<file path="config.mk">
export PLATFORM = sky130hd
export DESIGN_NAME = ldfss_top
export DESIGN_NICKNAME = d
export VERILOG_FILES = /design/src/ldfss_pkg.sv /design/src/ldfss_tick.sv /design/src/ldfss_timer.sv /design/src/ldfss_top.sv
export VERILOG_INCLUDE_DIRS = /design/src
export SDC_FILE = /design/constraint.sdc
export NUM_CORES = 1
export LEC_CHECK = 0
export BUFFER_PORTS_ARGS = -buffer_cell sky130_fd_sc_hd__buf_2
export CAP_MARGIN = 20
export CORE_UTILIZATION = 35
export DETAILED_ROUTE_END_ITERATION = 8
export SLEW_MARGIN = 20
export SYNTH_ARGS = -nofsm -noshare
export SYNTH_HDL_FRONTEND = slang
export SYNTH_HIERARCHICAL = 1
export SYNTH_SLANG_ARGS = --single-unit
</file>
<file path="constraint.sdc">
create_clock -name clk -period 2.68 [get_ports clk]
set_input_delay 0.268 -clock clk [delete_from_list [all_inputs] [get_ports clk]]
set_output_delay 0.268 -clock clk [all_outputs]
set_load 0.05 [all_outputs]
</file>
<file path="src/ldfss_regs.svh">
`ifndef LDFSS_REGS_SVH
`define LDFSS_REGS_SVH

// Time base
`define LDFSS_CLK_NS        40
`define LDFSS_TICK_NS       10000
`define LDFSS_NS_PER_MS     1000000
`define LDFSS_NS_PER_US     1000

// Supervisory times
`define LDFSS_SHORT_MS      90
`define LDFSS_RECOV_MS      4000
`define LDFSS_STEP_RST_MS   3000
`define LDFSS_BLANK_US      250

// Reference levels in percent of the 250 mV full reference
`define LDFSS_REF_FULL_MV   250
`define LDFSS_PCT_100       7'h64
`define LDFSS_PCT_70        7'h46
`define LDFSS_PCT_25        7'h19
`define LDFSS_PCT_5         7'h05
`define LDFSS_PCT_50        7'h32
`define LDFSS_PCT_STEP      7'h01

// Step dimming
`define LDFSS_STEP_FULL     2'h0
`define LDFSS_STEP_70       2'h1
`define LDFSS_STEP_25       2'h2
`define LDFSS_STEP_5        2'h3

// Over-current run length
`define LDFSS_OCP_RUN       3'h4
`define LDFSS_OCP_ZERO      3'h0
`define LDFSS_OCP_ONE       3'h1

// Valley numbers, low line / high line
`define LDFSS_VAL_LL_100    3'h1
`define LDFSS_VAL_HL_100    3'h2
`define LDFSS_VAL_LL_70     3'h2
`define LDFSS_VAL_HL_70     3'h3
`define LDFSS_VAL_LL_25     3'h5
`define LDFSS_VAL_HL_25     3'h6

`endif

</file>
<file path="src/ldfss_pkg.sv">
`default_nettype none
package ldfss_pkg;

  typedef enum logic [1:0] {
    LDFSS_OFF   = 2'b00,
    LDFSS_RUN   = 2'b01,
    LDFSS_RECOV = 2'b10,
    LDFSS_LATCH = 2'b11
  } ldfss_state_t;

  // Comparator levels from the analog front end
  typedef struct packed {
    logic supply_ok;        // Supply above start level, until below stop level
    logic supply_ovp;       // Supply over-voltage
    logic line_low;         // Line sense below brownout_low_level
    logic line_high;        // High-line range detected
    logic fold_start;       // Shutdown pin below foldback start level
    logic fold_floor;       // Shutdown pin below foldback floor level
    logic sd_otp;           // Shutdown pin below over-temperature-off level
    logic sd_ovp;           // Shutdown pin above over-voltage level
    logic cs_limit;         // Current sense above peak_current_limit
    logic cs_150;           // Current sense above 150 % of the limit
    logic cs_setpoint;      // Current sense above control/4 setpoint
    logic valley_short_ok;  // Valley sense above short_detect_level
    logic valley_clock;     // Turn-on clock from valley logic
    logic ota_sinking;      // transconductance_amp sinks current
  } ldfss_cmp_t;

endpackage
`default_nettype wire

</file>
<file path="src/ldfss_tick.sv">
`timescale 1ns/1ns
`default_nettype none
module ldfss_tick #(
  parameter int CYCLES = 250
) (
  input  wire logic clk,
  input  wire logic rst,
  output var  logic tick
);
  logic [15:0] cnt_r;
  logic [15:0] cnt_nxt;
  logic        tick_r;
  logic        tick_nxt;

  always_comb begin
    if (cnt_r == 16'(CYCLES - 1)) begin
      cnt_nxt  = '0;
      tick_nxt = 1'b1;
    end else begin
      cnt_nxt  = cnt_r + 16'h0001;
      tick_nxt = 1'b0;
    end
  end

  always_ff @(posedge clk or posedge rst) begin
    if (rst) begin
      cnt_r  <= '0;
      tick_r <= 1'b0;
    end else begin
      cnt_r  <= cnt_nxt;
      tick_r <= tick_nxt;
    end
  end

  assign tick = tick_r;
endmodule
`default_nettype wire

</file>
<file path="src/ldfss_timer.sv">
`timescale 1ns/1ns
`default_nettype none
module ldfss_timer #(
  parameter int W     = 20,
  parameter int LIMIT = 9000
) (
  input  wire logic clk,
  input  wire logic rst,
  input  wire logic clr,
  input  wire logic run,
  input  wire logic tick,
  output var  logic done
);
  logic [W-1:0] cnt_r;
  logic [W-1:0] cnt_nxt;
  logic         done_r;
  logic         done_nxt;

  // Counts ticks while run is high, saturates at LIMIT; clear wins
  always_comb begin
    cnt_nxt = cnt_r;
    if (clr) begin
      cnt_nxt = '0;
    end else if (run && tick && !done_r) begin
      cnt_nxt = cnt_r + W'(1);
    end
    done_nxt = !clr && (cnt_nxt >= W'(LIMIT));
  end

  always_ff @(posedge clk or posedge rst) begin
    if (rst) begin
      cnt_r  <= '0;
      done_r <= 1'b0;
    end else begin
      cnt_r  <= cnt_nxt;
      done_r <= done_nxt;
    end
  end

  assign done = done_r;
endmodule
`default_nettype wire

</file>
<file path="src/ldfss_top.sv">
// Summary of operation
// - Brownout events step the current reference down through three reduced levels, the fourth back to full.
// - Line sense low beyond three seconds returns step dimming to full.
// - Shutdown-pin heating ramps the reference down, never below half.
// - Further heating past the second threshold holds the reference at half.
// - Pulling the shutdown pin under over-temperature level stops the device.
// - Shutdown pin above over-voltage level stops the controller.
// - Shutdown-pin faults latch or recover after four seconds, by variant.
// - Current above the peak limit ends gate drive for that cycle.
// - Four consecutive cycles above 150 percent limit cause a variant fault.
// - Valley sense low for 90 ms declares output short, variant fault.
// - Supply over-voltage shuts down, then waits four seconds.
// - On-time ends when current sense passes the control/4 setpoint.
// - Reference is full 250 mV, lower under dimming or foldback.
// - Major faults ground the loop filter; supply lockout does not.
// - Start-up charge source stays on until the amplifier sinks current.
// - Reference held full after start-up until valley sense reaches 1 V.
// - Short timer and full reference persist across failed supply cycles.
// - After supply loss, retry at start level keeping loop-filter level.
// - Shorted load hiccups on supply until the short timer trips.
// - Selected valley stays locked until line range or setpoint changes.
// - Brownout counter selects four levels and wraps to full after four.
// - Step levels are 100, 70, 25 and 5 percent of nominal.
// - Over-temperature detection is blanked 250 us after supply start.
`include "ldfss_regs.svh"
`timescale 1ns/1ns
`default_nettype none
module ldfss_top #(
  parameter int TICK_CYCLES = (`LDFSS_TICK_NS + `LDFSS_CLK_NS - 1) / `LDFSS_CLK_NS,
  parameter int SHORT_TICKS = `LDFSS_SHORT_MS * (`LDFSS_NS_PER_MS / `LDFSS_TICK_NS),
  parameter int RECOV_TICKS = `LDFSS_RECOV_MS * (`LDFSS_NS_PER_MS / `LDFSS_TICK_NS),
  parameter int STEP_TICKS  = `LDFSS_STEP_RST_MS * (`LDFSS_NS_PER_MS / `LDFSS_TICK_NS),
  parameter int BLANK_TICKS = (`LDFSS_BLANK_US * `LDFSS_NS_PER_US + `LDFSS_TICK_NS - 1)
                              / `LDFSS_TICK_NS + 1,
  parameter int TW          = 20
) (
  input  wire logic                 clk,
  input  wire logic                 rst,
  input  wire logic                 variant_latch,
  input  wire ldfss_pkg::ldfss_cmp_t cmp,
  output var  logic                 gate_drive,
  output var  logic                 comp_ground,
  output var  logic                 startup_charge,
  output var  logic [6:0]           active_current_reference,
  output var  logic [1:0]           step_level,
  output var  logic [2:0]           valley_select,
  output var  logic                 recovery_wait,
  output var  logic                 fault_latched
);
  import ldfss_pkg::*;

  logic         tick;
  logic         blank_done;
  logic         short_done;
  logic         recov_done;
  logic         step_done;
  ldfss_state_t state_r, state_nxt;
  logic         recov_r, recov_nxt;
  logic         latch_r, latch_nxt;
  logic         gate_r, gate_nxt;
  logic         ground_r, ground_nxt;
  logic         charge_r, charge_nxt;
  logic         ota_seen_r, ota_seen_nxt;
  logic         hold_r, hold_nxt;
  logic [2:0]   ocp_r, ocp_nxt;
  logic         hit_r, hit_nxt;
  logic [1:0]   step_r, step_nxt;
  logic         line_low_r;
  logic [6:0]   fold_r, fold_nxt;
  logic [6:0]   ref_r, ref_nxt;
  logic [2:0]   valley_r, valley_nxt;
  logic         lock_line_r, lock_line_nxt;
  logic [1:0]   lock_step_r, lock_step_nxt;
  logic         run;
  logic         enter_run;
  logic         sd_fault;
  logic         ocp_fault;
  logic         variant_fault;
  logic         bo_event;
  logic [6:0]   step_pct;

  ldfss_tick #(.CYCLES (TICK_CYCLES)) u_tick (
    .clk  (clk),
    .rst  (rst),
    .tick (tick)
  );
  assign run       = (state_r == LDFSS_RUN);
  assign enter_run = (state_r == LDFSS_OFF) && cmp.supply_ok;
  // Blanking of over-temperature at each supply start
  ldfss_timer #(.W (TW), .LIMIT (BLANK_TICKS)) u_blank (
    .clk  (clk),
    .rst  (rst),
    .clr  (enter_run),
    .run  (run),
    .tick (tick),
    .done (blank_done)
  );
  // Short timer: not cleared by supply loss, only by valley level or the recovery wait
  ldfss_timer #(.W (TW), .LIMIT (SHORT_TICKS)) u_short (
    .clk  (clk),
    .rst  (rst),
    .clr  (cmp.valley_short_ok || state_r == LDFSS_RECOV),
    .run  (run),
    .tick (tick),
    .done (short_done)
  );
  ldfss_timer #(.W (TW), .LIMIT (RECOV_TICKS)) u_recov (
    .clk  (clk),
    .rst  (rst),
    .clr  (state_r != LDFSS_RECOV),
    .run  (1'b1),
    .tick (tick),
    .done (recov_done)
  );
  ldfss_timer #(.W (TW), .LIMIT (STEP_TICKS)) u_step (
    .clk  (clk),
    .rst  (rst),
    .clr  (!cmp.line_low),
    .run  (1'b1),
    .tick (tick),
    .done (step_done)
  );
  // Fault classification
  assign sd_fault      = (cmp.sd_otp && blank_done) || cmp.sd_ovp;
  assign ocp_fault     = (ocp_r == `LDFSS_OCP_RUN);
  assign variant_fault = sd_fault || ocp_fault || short_done;
  // Operating state
  always_comb begin
    state_nxt = state_r;
    case (state_r)
      LDFSS_OFF: begin
        if (cmp.supply_ok) begin
          state_nxt = LDFSS_RUN;
        end
      end
      LDFSS_RUN: begin
        if (variant_fault) begin
          state_nxt = variant_latch ? LDFSS_LATCH : LDFSS_RECOV;
        end else if (cmp.supply_ovp) begin
          state_nxt = LDFSS_RECOV;
        end else if (!cmp.supply_ok) begin
          state_nxt = LDFSS_OFF;
        end
      end
      LDFSS_RECOV: begin
        if (recov_done) begin
          state_nxt = LDFSS_OFF;
        end
      end
      LDFSS_LATCH: begin
        state_nxt = LDFSS_LATCH;
      end
      default: begin
        state_nxt = LDFSS_OFF;
      end
    endcase
    recov_nxt = (state_nxt == LDFSS_RECOV);
    latch_nxt = (state_nxt == LDFSS_LATCH);
  end
  always_ff @(posedge clk or posedge rst) begin
    if (rst) begin
      state_r <= LDFSS_OFF;
      recov_r <= 1'b0;
      latch_r <= 1'b0;
    end else begin
      state_r <= state_nxt;
      recov_r <= recov_nxt;
      latch_r <= latch_nxt;
    end
  end
  // Gate drive and over-current run counting
  always_comb begin
    gate_nxt = gate_r;
    if (!run || variant_fault || cmp.supply_ovp || !cmp.supply_ok || cmp.line_low) begin
      gate_nxt = 1'b0;
    end else if (cmp.cs_limit || cmp.cs_setpoint) begin
      gate_nxt = 1'b0;
    end else if (cmp.valley_clock) begin
      gate_nxt = 1'b1;
    end
    hit_nxt = hit_r;
    ocp_nxt = ocp_r;
    if (!run) begin
      hit_nxt = 1'b0;
      ocp_nxt = `LDFSS_OCP_ZERO;
    end else if (gate_r && !gate_nxt) begin
      hit_nxt = 1'b0;
      if (hit_r || cmp.cs_150) begin
        ocp_nxt = ocp_r + `LDFSS_OCP_ONE;
      end else begin
        ocp_nxt = `LDFSS_OCP_ZERO;
      end
    end else if (gate_r && cmp.cs_150) begin
      hit_nxt = 1'b1;
    end
  end
  always_ff @(posedge clk or posedge rst) begin
    if (rst) begin
      gate_r <= 1'b0;
      hit_r  <= 1'b0;
      ocp_r  <= `LDFSS_OCP_ZERO;
    end else begin
      gate_r <= gate_nxt;
      hit_r  <= hit_nxt;
      ocp_r  <= ocp_nxt;
    end
  end

  // Loop filter grounding, start-up charge, full-reference hold
  always_comb begin
    ground_nxt   = ground_r;
    ota_seen_nxt = ota_seen_r;
    hold_nxt     = hold_r;
    if (state_nxt == LDFSS_RECOV || state_nxt == LDFSS_LATCH) begin
      ground_nxt   = 1'b1;
      ota_seen_nxt = 1'b0;
      hold_nxt     = 1'b1;
    end else if (state_nxt == LDFSS_RUN) begin
      ground_nxt = 1'b0;
      if (cmp.ota_sinking) begin
        ota_seen_nxt = 1'b1;
      end
      if (cmp.valley_short_ok) begin
        hold_nxt = 1'b0;
      end
    end
    charge_nxt = (state_nxt == LDFSS_RUN) && !ota_seen_nxt;
  end
  always_ff @(posedge clk or posedge rst) begin
    if (rst) begin
      ground_r   <= 1'b1;
      ota_seen_r <= 1'b0;
      hold_r     <= 1'b1;
      charge_r   <= 1'b0;
    end else begin
      ground_r   <= ground_nxt;
      ota_seen_r <= ota_seen_nxt;
      hold_r     <= hold_nxt;
      charge_r   <= charge_nxt;
    end
  end

  // Step dimming counter
  assign bo_event = cmp.line_low && !line_low_r;

  always_comb begin
    step_nxt = step_r;
    if (step_done) begin
      step_nxt = `LDFSS_STEP_FULL;
    end else if (bo_event) begin
      step_nxt = step_r + 2'h1;
    end
  end

  always_ff @(posedge clk or posedge rst) begin
    if (rst) begin
      step_r     <= `LDFSS_STEP_FULL;
      line_low_r <= 1'b0;
    end else begin
      step_r     <= step_nxt;
      line_low_r <= cmp.line_low;
    end
  end

  // Reference selection with thermal foldback
  always_comb begin
    case (step_r)
      `LDFSS_STEP_70: step_pct = `LDFSS_PCT_70;
      `LDFSS_STEP_25: step_pct = `LDFSS_PCT_25;
      `LDFSS_STEP_5:  step_pct = `LDFSS_PCT_5;
      default:        step_pct = `LDFSS_PCT_100;
    endcase
    fold_nxt = fold_r;
    if (tick) begin
      if (cmp.fold_start && !cmp.fold_floor && fold_r > `LDFSS_PCT_50) begin
        fold_nxt = fold_r - `LDFSS_PCT_STEP;
      end else if (cmp.fold_floor) begin
        fold_nxt = `LDFSS_PCT_50;
      end else if (!cmp.fold_start && fold_r < `LDFSS_PCT_100) begin
        fold_nxt = fold_r + `LDFSS_PCT_STEP;
      end
    end
    if (hold_r) begin
      ref_nxt = `LDFSS_PCT_100;
    end else if (fold_r < step_pct) begin
      ref_nxt = fold_r;
    end else begin
      ref_nxt = step_pct;
    end
  end

  always_ff @(posedge clk or posedge rst) begin
    if (rst) begin
      fold_r <= `LDFSS_PCT_100;
      ref_r  <= `LDFSS_PCT_100;
    end else begin
      fold_r <= fold_nxt;
      ref_r  <= ref_nxt;
    end
  end

  // Valley lock: re-select only on line range or setpoint change
  always_comb begin
    valley_nxt    = valley_r;
    lock_line_nxt = lock_line_r;
    lock_step_nxt = lock_step_r;
    if (cmp.line_high != lock_line_r || step_r != lock_step_r) begin
      lock_line_nxt = cmp.line_high;
      lock_step_nxt = step_r;
      case (step_r)
        `LDFSS_STEP_FULL: valley_nxt = cmp.line_high ? `LDFSS_VAL_HL_100 : `LDFSS_VAL_LL_100;
        `LDFSS_STEP_70:   valley_nxt = cmp.line_high ? `LDFSS_VAL_HL_70 : `LDFSS_VAL_LL_70;
        default:          valley_nxt = cmp.line_high ? `LDFSS_VAL_HL_25 : `LDFSS_VAL_LL_25;
      endcase
    end
  end

  always_ff @(posedge clk or posedge rst) begin
    if (rst) begin
      valley_r    <= `LDFSS_VAL_LL_100;
      lock_line_r <= 1'b0;
      lock_step_r <= `LDFSS_STEP_FULL;
    end else begin
      valley_r    <= valley_nxt;
      lock_line_r <= lock_line_nxt;
      lock_step_r <= lock_step_nxt;
    end
  end

  assign gate_drive               = gate_r;
  assign comp_ground              = ground_r;
  assign startup_charge           = charge_r;
  assign active_current_reference = ref_r;
  assign step_level               = step_r;
  assign valley_select            = valley_r;
  assign recovery_wait            = recov_r;
  assign fault_latched            = latch_r;
endmodule
`default_nettype wire

</file>
# Yosys cells after proc, flatten, opt, wreduce, memory -nomap -nowiden

Cells that the tools add are included.

Latch bits: 0
Bits in writable memories: 0
Logic and storage cells: 157
Bits in registers: 137
Memories kept: 0
Bits in read-only memories: 0

Equal/unequal tests: 16
$lt $le $gt $ge: 7
Divide/modulo/power cells: 0
Reduce and logical (&&, ||, !) cells: 52
Bitwise gates (word level): 0
Multiplexer cells: 46
Add/sub/neg operators: 9
Multiply operators: 0
Shifts and indexed selects: 0

Operator list:

| operator                                                            | number |
|---|---|
| 2-to-1 mux 20 bit                                                   | 8 |
| adder 20 x 1 -> 20 bit, second input constant                       | 4 |
| greater-or-equal comparator 20 x 19 -> 1 bit, second input constant | 2 |
| 2-to-1 mux 7 bit                                                    | 5 |
| one-hot mux 7 bit (3 select lines)                                  | 1 |
| greater-or-equal comparator 20 x 14 -> 1 bit, second input constant | 1 |
| greater-or-equal comparator 20 x 5 -> 1 bit, second input constant  | 1 |
| logical AND 1 bit                                                   | 18 |
| 2-to-1 mux 2 bit                                                    | 9 |
| 2-to-1 mux 1 bit                                                    | 17 |
| adder 16 x 1 -> 16 bit, second input constant                       | 1 |
| equality test 16 x 8 -> 1 bit, second input constant                | 1 |
| 2-to-1 mux 16 bit                                                   | 1 |
| zero test 1 bit                                                     | 14 |
| equality test 2 bit, second input constant                          | 6 |
| logical OR 1 bit                                                    | 12 |
| 2-to-1 mux 3 bit                                                    | 3 |
| one-hot mux 2 bit (4 select lines)                                  | 1 |
| adder 7 x 1 -> 7 bit, second input constant                         | 1 |
| greater-than comparator 7 x 6 -> 1 bit, second input constant       | 1 |
| < comparator 7 bit                                                  | 1 |
| < comparator 7 bit, second input constant                           | 1 |
| subtractor 7 x 1 -> 7 bit, second input constant                    | 1 |
| equality test 2 x 1 -> 1 bit, second input constant                 | 3 |
| 13 further kinds                                                    | 17 |

# Logic depth before layout (Yosys ltp)

Gate-level depths: netlist of the first run.

Depth after elaboration: 13
Depth in mapped cells: 10
Mapped depth without buffers: 9

# By module

The synthesis of the first run kept the hierarchy.

Modules (own cells, without submodules):

| module                | cells an instance | area an instance (um^2) | times used |
|---|---|---|---|
| ldfss_top             | 220               | 2,124.5                 | 1 |
| ldfss_timer (u_blank) | 134               | 1,291.2                 | 1 |
| ldfss_timer (u_recov) | 130               | 1,253.7                 | 1 |
| ldfss_timer (u_step)  | 129               | 1,238.7                 | 1 |
| ldfss_timer (u_short) | 123               | 1,208.7                 | 1 |
| ldfss_tick            | 70                | 789.5                   | 1 |

# Least setup slack after synthesis of the first run

No wires, ideal clock.

Kind: register to register
Start point: register step_r[0] (netlist: step_level[0])
End point: register ref_r[5] (netlist: active_current_reference[5])
Data required time: 2,598 ps
Setup time: 82 ps
Path slack: 87 ps
Data arrival time: 2,511 ps
Period minus slack after synthesis: 2,593 ps
Stages on the path, launching flop included: 9
Cells stage by stage: dfrtp_1 -> inv_1 -> ha_1 -> ha_1 -> or4_1 -> a211oi_2 -> buf_6 -> nor2_2 -> a211o_1

Longest elaborated chain between the ends: 5

Ends and longest elaborated chain:

| what                                                                | line             | RTL |
|---|---|---|
| start: declaration                                                  | ldfss_top.sv:67  | `logic [1:0] step_r, step_nxt;` |
| start signal: assignment                                            | ldfss_top.sv:257 | `` step_r <= `LDFSS_STEP_FULL; `` |
| start signal: assignment                                            | ldfss_top.sv:260 | `step_r <= step_nxt;` |
| equality test 2 bit or equality test 2 x 1 -> 1 bit (tied branches) | ldfss_top.sv:267 | `case (step_r)` |
| one-hot mux 7 bit (3 select lines) *                                | ldfss_top.sv:267 |  |
| < comparator 7 bit                                                  | ldfss_top.sv:285 | `end else if (fold_r < step_pct) begin` |
| 2-to-1 mux 7 bit *                                                  | ldfss_top.sv:285 |  |
| 2-to-1 mux 7 bit *                                                  | ldfss_top.sv:283 | `if (hold_r) begin` |
| named net ref_nxt[5]                                                | ldfss_top.sv:70  | `logic [6:0] ref_r, ref_nxt;` |
| end signal: assignment                                              | ldfss_top.sv:295 | `` ref_r <= `LDFSS_PCT_100; `` |
| end signal: assignment                                              | ldfss_top.sv:298 | `ref_r <= ref_nxt;` |
| end: declaration                                                    | ldfss_top.sv:70  |  |

Mark *: on every way through the listed nets, which the timed path passes. The rest lies on a longest branch.
A chain may end at the register's enable or synchronous reset.

# Worst setup path after layout of the first run

Start point: register state_r[0]
End point: register u_blank.done_r (netlist: u_blank/done)

Longest elaborated chain between the ends: 7

Ends and longest elaborated chain:

| what                                        | line              | RTL |
|---|---|---|
| start: declaration                          | ldfss_top.sv:57   | `ldfss_state_t state_r, state_nxt;` |
| start signal: assignment                    | ldfss_top.sv:166  | `state_r <= state_nxt;` |
| equality test 2 x 1 -> 1 bit                | ldfss_top.sv:87   | `assign run = (state_r == LDFSS_RUN);` |
| named net run                               | ldfss_top.sv:74   | `logic run;` |
| logical AND 1 bit (2 in a row)              | ldfss_timer.sv:24 | `end else if (run && tick && !done_r) begin` |
| 2-to-1 mux 20 bit                           | ldfss_timer.sv:24 |  |
| 2-to-1 mux 20 bit                           | ldfss_timer.sv:22 | `if (clr) begin` |
| named net u_blank.cnt_nxt[10]               | ldfss_timer.sv:15 | `logic [W-1:0] cnt_nxt;` |
| greater-or-equal comparator 20 x 5 -> 1 bit | ldfss_timer.sv:27 | `done_nxt = !clr && (cnt_nxt >= W'(LIMIT));` |
| logical AND 1 bit                           | ldfss_timer.sv:27 |  |
| named net u_blank.done_nxt                  | ldfss_timer.sv:17 | `logic done_nxt;` |
| end signal: assignment                      | ldfss_timer.sv:36 | `done_r <= done_nxt;` |
| end: declaration                            | ldfss_timer.sv:16 | `logic done_r;` |

The timed path passes the listed nets, and every way through them passes these cells.

==> results of run 1 <==
-- power breakdown --
group,internal (mW),leakage (nW),switching [mW]
clock network,1.67,0.310,0.886
logic,0.334,1.92,0.601
registers,2.20,1.81,0.126
total,4.21,4.04,1.61
-- per-stage QoR --
stage | instance area, µm² | hold slack [ns]
global placement | 8410 | 0.420
global route | 9050 | 0.0166
finish | 9050 | 0.0340
floorplan | 7920 | 0.194
CTS | 9050 | 0.0141
detailed placement | 8410 | 0.421
-- worst register-to-register path: stages, from the launching register on --
cell and delay, ns:
sky130_fd_sc_hd__dfrtp_1 0.43, sky130_fd_sc_hd__nand2b_1 0.10, sky130_fd_sc_hd__inv_1 0.15, sky130_fd_sc_hd__nand4b_2 0.29
sky130_fd_sc_hd__nor4_1 0.44, sky130_fd_sc_hd__xnor2_1 0.17, sky130_fd_sc_hd__nor2_1 0.07, sky130_fd_sc_hd__a311o_1 0.29
sky130_fd_sc_hd__or4_1 0.39
-- flip-flops by register name, summed over array words and instances, names as in the netlist, 2 cells and up --
| signal | flops |
|---|---|
| u_blank/cnt_r | 20 |
| u_recov/cnt_r | 20 |
| u_short/cnt_r | 20 |
| u_step/cnt_r | 20 |
| u_tick/cnt_r | 16 |
| active_current_reference | 7 |
| fold_r | 7 |
| ocp_r | 3 |
| valley_select | 3 |
| lock_step_r | 2 |
| state_r | 2 |
| step_level | 2 |
-- layout make-up --
type	count	area, µm²	share of cell area (%)
clock buffers	20	447	4.93
clock inverters	12	198	2.18
inverters	31	116	1.29
multi-input cells	615	4200	46.3
flip-flops and latches	137	3440	38.0
well taps	280	350	3.87
repair buffers	52	308	3.40
-- cells in the final DEF (no fill, tap or decap), types with 8 or more instances in the layout --
cell	instances
sky130_fd_sc_hd__and3_1	13
sky130_fd_sc_hd__buf_4	19
sky130_fd_sc_hd__nand4_1	25
sky130_fd_sc_hd__buf_2	33
sky130_fd_sc_hd__and2_1	12
sky130_fd_sc_hd__nand3_1	35
sky130_fd_sc_hd__nor2_1	124
sky130_fd_sc_hd__inv_1	31
sky130_fd_sc_hd__ha_1	22
sky130_fd_sc_hd__dfstp_2	9
sky130_fd_sc_hd__clkbuf_16	17
sky130_fd_sc_hd__nor3_1	24
sky130_fd_sc_hd__xnor2_1	55
sky130_fd_sc_hd__xor2_1	44
sky130_fd_sc_hd__nor4_1	8
sky130_fd_sc_hd__nand2_1	48
sky130_fd_sc_hd__a21oi_1	27
sky130_fd_sc_hd__mux2i_1	10
sky130_fd_sc_hd__o21ai_0	9
sky130_fd_sc_hd__dfrtp_1	128
-- cell families after synthesis --
family | share of synthesized area [%]
DFF | 43.5
AOI/OAI and AO/OA | 8.75
buffers and inverters | 3.67
adders and majority gates | 3.48
and+or+nand+nor | 27.3
xor gates and xnor gates | 11.0
muxes | 2.31
other | 0.0474
-- path summary, 6_finish.rpt --
kind,start,endpoint,cells after the start
max in group asynchronous,rst,u_recov/cnt_r[14]$_DFF_PP0_,2
min in group asynchronous,rst,u_tick/cnt_r[15]$_DFF_PP0_,2
worst min-delay path,cmp[10],lock_line_r$_DFFE_PP0P_,1
worst max register to register,state_r[0]$_DFF_PP0_,u_blank/done$_DFF_PP0_,8
worst max-delay path,state_r[0]$_DFF_PP0_,u_blank/done$_DFF_PP0_,8
worst min register to register,ota_seen_r$_DFF_PP0_,startup_charge$_DFF_PP0_,1
-- per-layer routing --
| metal | global-route usage [%] | vias to the layer above | share of wire [%] |
|---|---|---|---|
| met5 | 0 | - | 0 |
| met4 | 5.10 | 0 | 1.0 |
| met3 | 2.96 | 10 | 3.3 |
| met2 | 23.9 | 96 | 47 |
| met1 | 20.3 | 2816 | 49 |
| li1 | - | 2918 | - |
==> out/qor.tcl, run 1 <==
set qor(outcome) {complete, but fails checks}
set qor(violations_in_the_final_reports) {DRC}
set qor(final_util_pct) 41.2
set qor(grt_start_max_net_pins) 37
set qor(drc) 3
set qor(floorplan.initialDensity_pct) 36.0
set qor(setup.worst_path.class) {reg2reg}
set qor(tritoncts_num_sinks) 137
set qor(cp_cell_sequence) {nand2b_1 > inv_1 > nand4b_2 > nor4_1 > xnor2_1 > nor2_1 > a311o_1 > or4_1}
set qor(placement.setup.worst_slack_ns) 0.220
set qor(cts_buffers) 17
set qor(crit_path_top_delay_cell) {sky130_fd_sc_hd__dfrtp_1}
set qor(finalHoldViolations) 0
set qor(cts.htree.levels) 4
set qor(worstMarginPinSlew_ns) 0.839
set qor(clock_latency_on_the_worst_skew_pair_ns) 0.42
set qor(area_growth_syn_to_layout_pct) 14.5
set qor(netlist_top_cells_count) {128 x sky130_fd_sc_hd__dfrtp_1, 124 x sky130_fd_sc_hd__nor2_1, 55 x sky130_fd_sc_hd__xnor2_1}
set qor(yosys.cell_count.top_type) {sky130_fd_sc_hd__dfrtp_1}
set qor(maxSlewViolCount) 0
set qor(routed_wire_length_um) 16400
set qor(route.detailed.vias_per_inst) 5.09
set qor(cts_setup_buffers) 0
set qor(ctsRootBufferMaster) {sky130_fd_sc_hd__clkbuf_16}
set qor(cpLargestDelayFamily) {simple AND/OR/NAND/NOR gates}
set qor(synth.distinct_cells) 94
set qor(max-cap-violations) 0
set qor(wire_length_of_the_first_global_routing_pass_um) 28400
set qor(floorplan.die_area_um2) 23200
set qor(biggest_cell_delay_along_the_critical_path_ns) 0.43
set qor(netlist_top_cells_area) {sky130_fd_sc_hd__dfrtp_1 41%, sky130_fd_sc_hd__xnor2_1 6.1%, sky130_fd_sc_hd__nor2_1 5.9%, sky130_fd_sc_hd__xor2_1 4.9%, sky130_fd_sc_hd__ha_1 3.5%}
set qor(detailedRoute.firstPassIterationCount) 7
set qor(port_buffers) 33
set qor(grt_pass1_vias) 5749
set qor(grt_use_total_pct) 15.0
set qor(final-setup-viol-count) 0
set qor(synth_enable_flop_cells) 0
set qor(antenna_violating_nets_post_route) 0
set qor(max-slew-margin-rel_pct) 44.0
set qor(timing.hold.worst.class) {in2reg}
set qor(gp_routability_congestion) 0.827
set qor(cp-end-kind) {flop}
set qor(cts_hold_buffers) 0
set qor(floorplan.die.width_um) 152
set qor(via_count) 5840
set qor(grt_antenna_before_repair) 0
set qor(skew_ns) 0.00697
set qor(layoutNonFillerInstCount) 1147
set qor(area_share_of_the_leading_cell_type_in_the_synthesized_netlist_pct) 40.5
set qor(regToRegSetupSlack_ns) 0.24
set qor(final_period_minus_worst_setup_slack_ns) 2.44
set qor(nNetsFinal) 893
set qor(worst_setup_path_start_kind) {flop}
set qor(synth.largest_area_cell) {sky130_fd_sc_hd__dfrtp_1}
set qor(min_period_over_period_pct) 91.2
set qor(grt_setup_unrepaired) {no}
set qor(total_chip_power_mw) 5.82
set qor(synth_seq_area_share_pct) 43.5
set qor(post-route-worst-setup-slack_ns) 0.236
set qor(cp.required_ns) 2.97
set qor(cts_tree) {done}
set qor(ys_dominant_reg_cell) {sky130_fd_sc_hd__dfrtp_1}
set qor(worstPathBufferInverterCount) 1
set qor(power.leakage_nw) 4.04
set qor(global_route.overflow_total) 0
set qor(mappedNetlistArea_um2) 7910
set qor(final.fill_count) 2137
set qor(syn-instance-count) 806
set qor(core_area_um2) 22000
set qor(fin_tns_setup_ns) 0
set qor(place.detailed.hpwl_um) 11600
set qor(critical_path_peak_fanout) 8
set qor(initialDrtViolationCount) 335
set qor(rows) 54
set qor(dp_cells) 1115
set qor(fmax_mhz) 409
set qor(clk_pin_slew_ns) 0.06
set qor(yosys_warn_count) 6
set qor(proportion_of_layout_cells_with_a_drive_suffix_above_1_pct) 17.2
set qor(worst_case_vdd_ir_drop_mv) 0.397
set qor(synth.avg_cell_area_um2) 9.81
set qor(cts.path.max_buffers) 2
set qor(cp_data_arrival_time_ns) 2.73
set qor(post_drt_wl_per_cell_um) 14.3
set qor(floorplan.io_pins) 34
set qor(power.density_nw_per_um2) 643
set qor(diodes) 0
set qor(ys_seq_elements) 137
set qor(cts-resized-gates) 0
set qor(die_height_um) 152
set qor(asyncSetResetFlopFracSynth_pct) 100
No activity file was read; power rests on OpenSTA's default activity.
==> run 2: changes to the inputs <==
--- a/config.mk
+++ b/config.mk
@@ -6,7 +6,7 @@
 export SDC_FILE = /design/constraint.sdc
 export NUM_CORES = 1
 export LEC_CHECK = 0
-export BUFFER_PORTS_ARGS = -buffer_cell sky130_fd_sc_hd__buf_2
+export BUFFER_PORTS_ARGS = -buffer_cell sky130_fd_sc_hd__clkbuf_2
 export CAP_MARGIN = 20
 export CORE_UTILIZATION = 35
 export DETAILED_ROUTE_END_ITERATION = 8
==> out/qor.tcl, run 2 (synthesized netlist as in run 1, its figures left out) <==
set qor(outcome) {complete, but fails checks}
set qor(final-setup-viol-count) 0 ;# unchanged
set qor(grt_start_max_net_pins) 29 ;# -22%
set qor(setup.worst_path.class) {reg2reg}
set qor(global_route.overflow_total) 0 ;# unchanged
set qor(floorplan.die.width_um) 152 ;# unchanged
set qor(cts_buffers) 17 ;# unchanged
set qor(fmax_mhz) 404 ;# -1.3%
set qor(worstPathBufferInverterCount) 0 ;# -1
set qor(grt_antenna_before_repair) 0 ;# unchanged
set qor(final_period_minus_worst_setup_slack_ns) 2.47 ;# +0.0313 ns
set qor(tritoncts_num_sinks) 137 ;# unchanged
set qor(total_chip_power_mw) 5.69 ;# -2.2%
set qor(reg2reg_depth) 6 ;# -2
set qor(fin_tns_setup_ns) 0 ;# unchanged
set qor(cp-end-kind) {flop}
set qor(max-slew-margin-rel_pct) 42.9 ;# -1.1 points
set qor(power.leakage_nw) 4.05 ;# +0.31%
set qor(worst_setup_path_start_kind) {flop}
set qor(cpLargestDelayFamily) {simple AND/OR/NAND/NOR gates}
set qor(ctsRootBufferMaster) {sky130_fd_sc_hd__clkbuf_16}
set qor(grt_pass1_vias) 5718 ;# -0.54%
set qor(violations_in_the_final_reports) {DRC}
set qor(clock_latency_on_the_worst_skew_pair_ns) 0.42 ;# about the same
set qor(grt_setup_unrepaired) {no}
set qor(route.detailed.vias_per_inst) 5.09 ;# about the same
set qor(wire_length_of_the_first_global_routing_pass_um) 27500 ;# -2.9%
set qor(finalHoldViolations) 0 ;# unchanged
set qor(cp_cell_sequence) {and4b_1 > and2_2 > and2_4 > a41oi_1 > or3_1 > a221o_1}
set qor(detailedRoute.firstPassIterationCount) 6 ;# -1
set qor(post_drt_wl_per_cell_um) 13.9 ;# -2.4%
set qor(timing.hold.worst.class) {in2reg}
set qor(critical_path_peak_fanout) 9 ;# +1
set qor(clk_pin_slew_ns) 0.06 ;# about the same
set qor(drc) 3 ;# unchanged
set qor(antenna_violating_nets_post_route) 0 ;# unchanged
set qor(max-cap-violations) 0 ;# unchanged
set qor(cp.required_ns) 2.97 ;# about the same
set qor(nNetsFinal) 895 ;# +0.22%
set qor(cp_num_cells) 6 ;# -2
set qor(maxSlewViolCount) 0 ;# unchanged
set qor(initialDrtViolationCount) 305 ;# -9.0%
set qor(routed_wire_length_um) 16000 ;# -2.3%
set qor(worstMarginPinSlew_ns) 0.856 ;# +0.0165 ns
set qor(post-route-worst-setup-slack_ns) 0.205 ;# -0.0313 ns
set qor(core_area_um2) 22000 ;# unchanged
set qor(die_height_um) 152 ;# unchanged
set qor(port_buffers) 33 ;# unchanged
set qor(whs_path_depth) 1 ;# unchanged
set qor(min_period_over_period_pct) 92.3 ;# +1.2 points
set qor(layout.cells.most_common) {sky130_fd_sc_hd__dfrtp_1}
set qor(power.density_nw_per_um2) 628 ;# -2.3%
set qor(floorplan.initialDensity_pct) 36.0 ;# unchanged
set qor(diodes) 0 ;# unchanged
set qor(cts.path.max_buffers) 2 ;# unchanged
set qor(skew_ns) 0.00694 ;# -0.0000253 ns
set qor(gp_routability_congestion) 0.830 ;# +0.39%
set qor(worst_case_vdd_ir_drop_mv) 0.350 ;# -12%
set qor(final.fill_count) 2119 ;# -0.84%
set qor(cp_data_arrival_time_ns) 2.77 ;# +0.04 ns
set qor(area_growth_syn_to_layout_pct) 14.6 ;# about the same
set qor(floorplan.io_pins) 34 ;# unchanged
set qor(biggest_cell_delay_along_the_critical_path_ns) 0.66 ;# +0.23 ns
set qor(proportion_of_layout_cells_with_a_drive_suffix_above_1_pct) 17.3 ;# +0.095 points
set qor(cts_setup_buffers) 0 ;# unchanged
set qor(place.detailed.hpwl_um) 11500 ;# -0.82%
set qor(floorplan.die_area_um2) 23200 ;# unchanged
set qor(rows) 54 ;# unchanged
set qor(via_count) 5847 ;# +0.12%
set qor(cts_tree) {done}
set qor(crit_path_top_delay_cell) {sky130_fd_sc_hd__dfrtp_1}
set qor(layout.cells.most_common_list) {128 x sky130_fd_sc_hd__dfrtp_1, 124 x sky130_fd_sc_hd__nor2_1, 55 x sky130_fd_sc_hd__xnor2_1}
set qor(placement.setup.worst_slack_ns) 0.186 ;# -0.0337 ns
set qor(cts.htree.levels) 4 ;# unchanged
set qor(grt_use_total_pct) 14.5 ;# -0.45 points
==> run 2: final timing paths <==
check | from | slack [ns] | to
max in group asynchronous | rst | 1.45 | u_short/cnt_r[3]$_DFF_PP0_
worst max register to register | u_tick/tick$_DFF_PP0_ | 0.21 | u_step/done$_DFF_PP0_
worst min register to register | ota_seen_r$_DFF_PP0_ | 0.43 | startup_charge$_DFF_PP0_
worst min-delay path | cmp[10] | 0.04 | lock_line_r$_DFFE_PP0P_
min in group asynchronous | rst | 0.49 | hit_r$_DFFE_PP0P_
worst max-delay path | u_tick/tick$_DFF_PP0_ | 0.21 | u_step/done$_DFF_PP0_
==> run 2: where the power goes <==
group / internal, mW / switching, mW / total [mW]
Sequential: 2.20 / 0.131 / 2.33
Combinational: 0.329 / 0.595 / 0.924
Clock: 1.57 / 0.864 / 2.44
==> run 2: cell type report <==
type | count | area [µm²] | area share, %
multi-input cells | 615 | 4210 | 46.5
flip-flops and latches | 137 | 3440 | 37.9
clock buffers | 19 | 443 | 4.89
well taps | 280 | 350 | 3.87
repair buffers | 54 | 328 | 3.62
clock inverters | 12 | 175 | 1.93
inverters | 31 | 116 | 1.28
==> run 2: repair_timing <==
| action | in CTS | in global routing |
|---|---|---|
| hold buffers | 2 | 0 |
| endpoints found under the setup margin | 0 | 1 |
| resized for setup | 0 | 2 |
| hold endpoints to repair | 9 | 0 |
==> run 2: stage by stage <==
stage / hold WS, ns / instance area, µm² / utilization (%) / std cells
after detailed placement: 0.387 / 8410 / 38.3 / 1115
final: 0.0410 / 9060 / 41.3 / 1148
after global placement: 0.395 / 8410 / 38.3 / 1115
after global routing: 0.0181 / 9060 / 41.3 / 1148
after CTS: 0.0152 / 9050 / 41.2 / 1148
after floorplan: 0.194 / 7920 / - / 810
==> run 2: worst register-to-register path, stage by stage, from the launching register on <==
cell                      delay (ns)
sky130_fd_sc_hd__dfrtp_1        0.66
sky130_fd_sc_hd__and4b_1        0.43
sky130_fd_sc_hd__and2_2         0.28
sky130_fd_sc_hd__and2_4         0.20
sky130_fd_sc_hd__a41oi_1        0.13
sky130_fd_sc_hd__or3_1          0.36
sky130_fd_sc_hd__a221o_1        0.30
==> run 2: routing by layer <==
| metal | share of wire, % | wire (µm) | GRT usage, % |
|---|---|---|---|
| met1 | 49 | 7920 | 19.9 |
| met2 | 46 | 7340 | 22.9 |
| met3 | 3.6 | 583 | 3.19 |
| met4 | 0.96 | 154 | 4.37 |
| met5 | 0 | 0 | 0 |
==> run 3: changes to the inputs <==
==> constraint.sdc (replaced) <==
create_clock -name clk -period 2.68 [get_ports clk]
set_input_delay 0.67 -clock clk [delete_from_list [all_inputs] [get_ports clk]]
set_output_delay 0.67 -clock clk [all_outputs]
set_load 0.05 [all_outputs]
==> out/qor.tcl, run 3 (synthesized netlist as in run 1, its figures left out) <==
set qor(floorplan.die_area_um2) 23200 ;# unchanged
set qor(cts.path.max_buffers) 2 ;# unchanged
set qor(cts_setup_buffers) 0 ;# unchanged
set qor(finalHoldViolations) 0 ;# unchanged
set qor(power.density_nw_per_um2) 621 ;# -1.1%
set qor(gp_routability_congestion) 0.790 ;# -4.8%
set qor(worst_setup_path_start_kind) {flop}
set qor(critical_path_peak_fanout) 8 ;# -1
set qor(floorplan.io_pins) 34 ;# unchanged
set qor(final.fill_count) 2123 ;# +0.19%
set qor(final-setup-viol-count) 0 ;# unchanged
set qor(core_area_um2) 22000 ;# unchanged
set qor(fin_tns_setup_ns) 0 ;# unchanged
set qor(route.detailed.vias_per_inst) 5.11 ;# +0.32%
set qor(clock_latency_on_the_worst_skew_pair_ns) 0.43 ;# about the same
set qor(nNetsFinal) 895 ;# unchanged
set qor(grt_use_total_pct) 14.9 ;# +0.33 points
set qor(area_of_the_multi_input_gates_um2) 4200 ;# -0.36%
set qor(layout.cells.most_common_list) {128 x sky130_fd_sc_hd__dfrtp_1, 124 x sky130_fd_sc_hd__nor2_1, 55 x sky130_fd_sc_hd__xnor2_1}
set qor(grt_setup_unrepaired) {no}
set qor(power.share.clock_pct) 41.7 ;# -1.1 points
set qor(cts-resized-gates) 0 ;# unchanged
set qor(cts_tree) {done}
set qor(antenna_violating_nets_post_route) 0 ;# unchanged
set qor(via_count) 5871 ;# +0.41%
set qor(post_drt_wl_per_cell_um) 14.0 ;# +0.65%
set qor(max-slew-margin-rel_pct) 42.5 ;# -0.35 points
set qor(skew_ns) 0.0141 ;# +0.00720 ns
set qor(cp.required_ns) 2.97 ;# about the same
set qor(proportion_of_layout_cells_with_a_drive_suffix_above_1_pct) 17.6 ;# +0.33 points
set qor(port_buffers) 33 ;# unchanged
set qor(outcome) {complete, but fails checks}
set qor(initialDrtViolationCount) 331 ;# +8.5%
set qor(rows) 54 ;# unchanged
set qor(violations_in_the_final_reports) {DRC}
set qor(layout.cells.most_common) {sky130_fd_sc_hd__dfrtp_1}
set qor(power.leakage_nw) 4.02 ;# -0.80%
set qor(final_period_minus_worst_setup_slack_ns) 2.45 ;# -0.0280 ns
set qor(die_height_um) 152 ;# unchanged
set qor(whs_ns) 0.405 ;# +0.364 ns
set qor(routed_wire_length_um) 16100 ;# +0.74%
set qor(place.detailed.hpwl_um) 11500 ;# -0.43%
set qor(tritoncts_num_sinks) 137 ;# unchanged
set qor(grt_pass1_vias) 5640 ;# -1.4%
set qor(min_period_over_period_pct) 91.3 ;# -1.0 points
set qor(floorplan.initialDensity_pct) 36.0 ;# unchanged
set qor(worst_case_vdd_ir_drop_mv) 0.329 ;# -6.1%
set qor(power_frac_comb_pct) 16.6 ;# +0.4 points
set qor(maxSlewViolCount) 0 ;# unchanged
set qor(floorplan.die.width_um) 152 ;# unchanged
set qor(netSwitchingPower_mw) 1.67 ;# +5.1%
set qor(seq_area_um2) 3440 ;# unchanged
set qor(ctsRootBufferMaster) {sky130_fd_sc_hd__clkbuf_16}
set qor(cts_hold_buffers) 0 ;# -2
set qor(max-cap-violations) 0 ;# unchanged
set qor(detailedRoute.firstPassIterationCount) 6 ;# unchanged
set qor(drc) 3 ;# unchanged
set qor(seq_power_share_pct) 41.7 ;# +0.7 points
set qor(cp-end-kind) {flop}
set qor(timing.hold.worst.class) {in2async}
set qor(grt_antenna_before_repair) 0 ;# unchanged
set qor(internal_power_mw) 3.93 ;# -4.3%
set qor(cts_buffers) 17 ;# unchanged
set qor(cts.htree.levels) 4 ;# unchanged
set qor(wire_length_of_the_first_global_routing_pass_um) 27900 ;# +1.5%
set qor(cp_data_arrival_time_ns) 2.74 ;# -0.03 ns
set qor(area_growth_syn_to_layout_pct) 14.0
set qor(setup.worst_path.class) {reg2reg}
set qor(sw_frac_of_total_pct) 29.8 ;# +1.9 points
set qor(fmax_mhz) 409 ;# +1.1%
set qor(clk_pin_slew_ns) 0.06 ;# about the same
set qor(global_route.overflow_total) 0 ;# unchanged
set qor(grt_start_max_net_pins) 37 ;# +28%
set qor(diodes) 0 ;# unchanged
set qor(worstMarginPinSlew_ns) 0.861 ;# +0.00523 ns
run 3: changes by cell type in the layout (fill, tap and decap cells not counted), sizes merged, moves of 2 or more:
cell | previous run | this run
dlygate4sd3 | 2 | 0
bufinv | 4 | 2
clkinvlp | 3 | 5
inv | 31 | 34
buf | 19 | 21
run 3: path summary, 6_finish.rpt:
check	cells after the start	startpoint	slack, ns	endpoint
worst max-delay path	8	state_r[1]$_DFF_PP0_	0.23	u_blank/done$_DFF_PP0_
worst min-delay path	3	rst	0.40	u_recov/cnt_r[10]$_DFF_PP0_
worst max register to register	8	state_r[1]$_DFF_PP0_	0.23	u_blank/done$_DFF_PP0_
worst min register to register	1	ota_seen_r$_DFF_PP0_	0.42	startup_charge$_DFF_PP0_
max in group asynchronous	2	rst	1.59	u_step/cnt_r[9]$_DFF_PP0_
min in group clk	1	ota_seen_r$_DFF_PP0_	0.42	startup_charge$_DFF_PP0_
run 3: power by group through the flow:
| stage | combinational [mW] | sequential (mW) | clock (mW) |
|---|---|---|---|
| after floorplan | 0.574 | 2.50 | 0 |
| after detailed placement | 0.937 | 2.37 | 0 |
| after global routing | 1.03 | 2.36 | 2.47 |
| after CTS | 0.942 | 2.33 | 2.39 |
| final | 0.927 | 2.34 | 2.33 |
| after global placement | 0.926 | 2.37 | 0 |
run 3: stage by stage:
step / utilization [%] / setup WS, ns / std cells / total power, mW / area (µm²)
after floorplan: - / 0.0871 / 810 / 3.07 / 7920
after global routing: 41.0 / 0.0559 / 1149 / 5.86 / 9010
final: 41.0 / 0.233 / 1149 / 5.60 / 9010
after CTS: 41.0 / 0.237 / 1149 / 5.66 / 9010
after global placement: 38.4 / 0.267 / 1117 / 3.29 / 8430
after detailed placement: 38.4 / 0.245 / 1117 / 3.31 / 8430
run 3: final cells by class:
cell class              count  area share (%)
clock buffers              18            4.87
clock inverters            14            1.64
inverters                  31            1.29
multi-input cells         615            46.6
flip-flops and latches    137            38.2
well taps                 280            3.89
repair buffers             54            3.58
run 3: routing by layer:
layer  vias up  global-route usage, %  wire length, µm
li1       2926                      -                -
met1      2848                   20.4             8090
met2        84                   23.1             7300
met3        13                   3.19              546
met4         0                   5.05              178
met5         -                      0                0
run 3: critical path, cell delays in order (launching register included):
cell,delay (ns)
sky130_fd_sc_hd__dfrtp_1,0.36
sky130_fd_sc_hd__nand2b_1,0.22
sky130_fd_sc_hd__inv_1,0.18
sky130_fd_sc_hd__nand4b_2,0.26
sky130_fd_sc_hd__nor4_4,0.40
sky130_fd_sc_hd__nand4_1,0.15
sky130_fd_sc_hd__xor2_1,0.16
sky130_fd_sc_hd__nor2_1,0.07
sky130_fd_sc_hd__or4_1,0.52
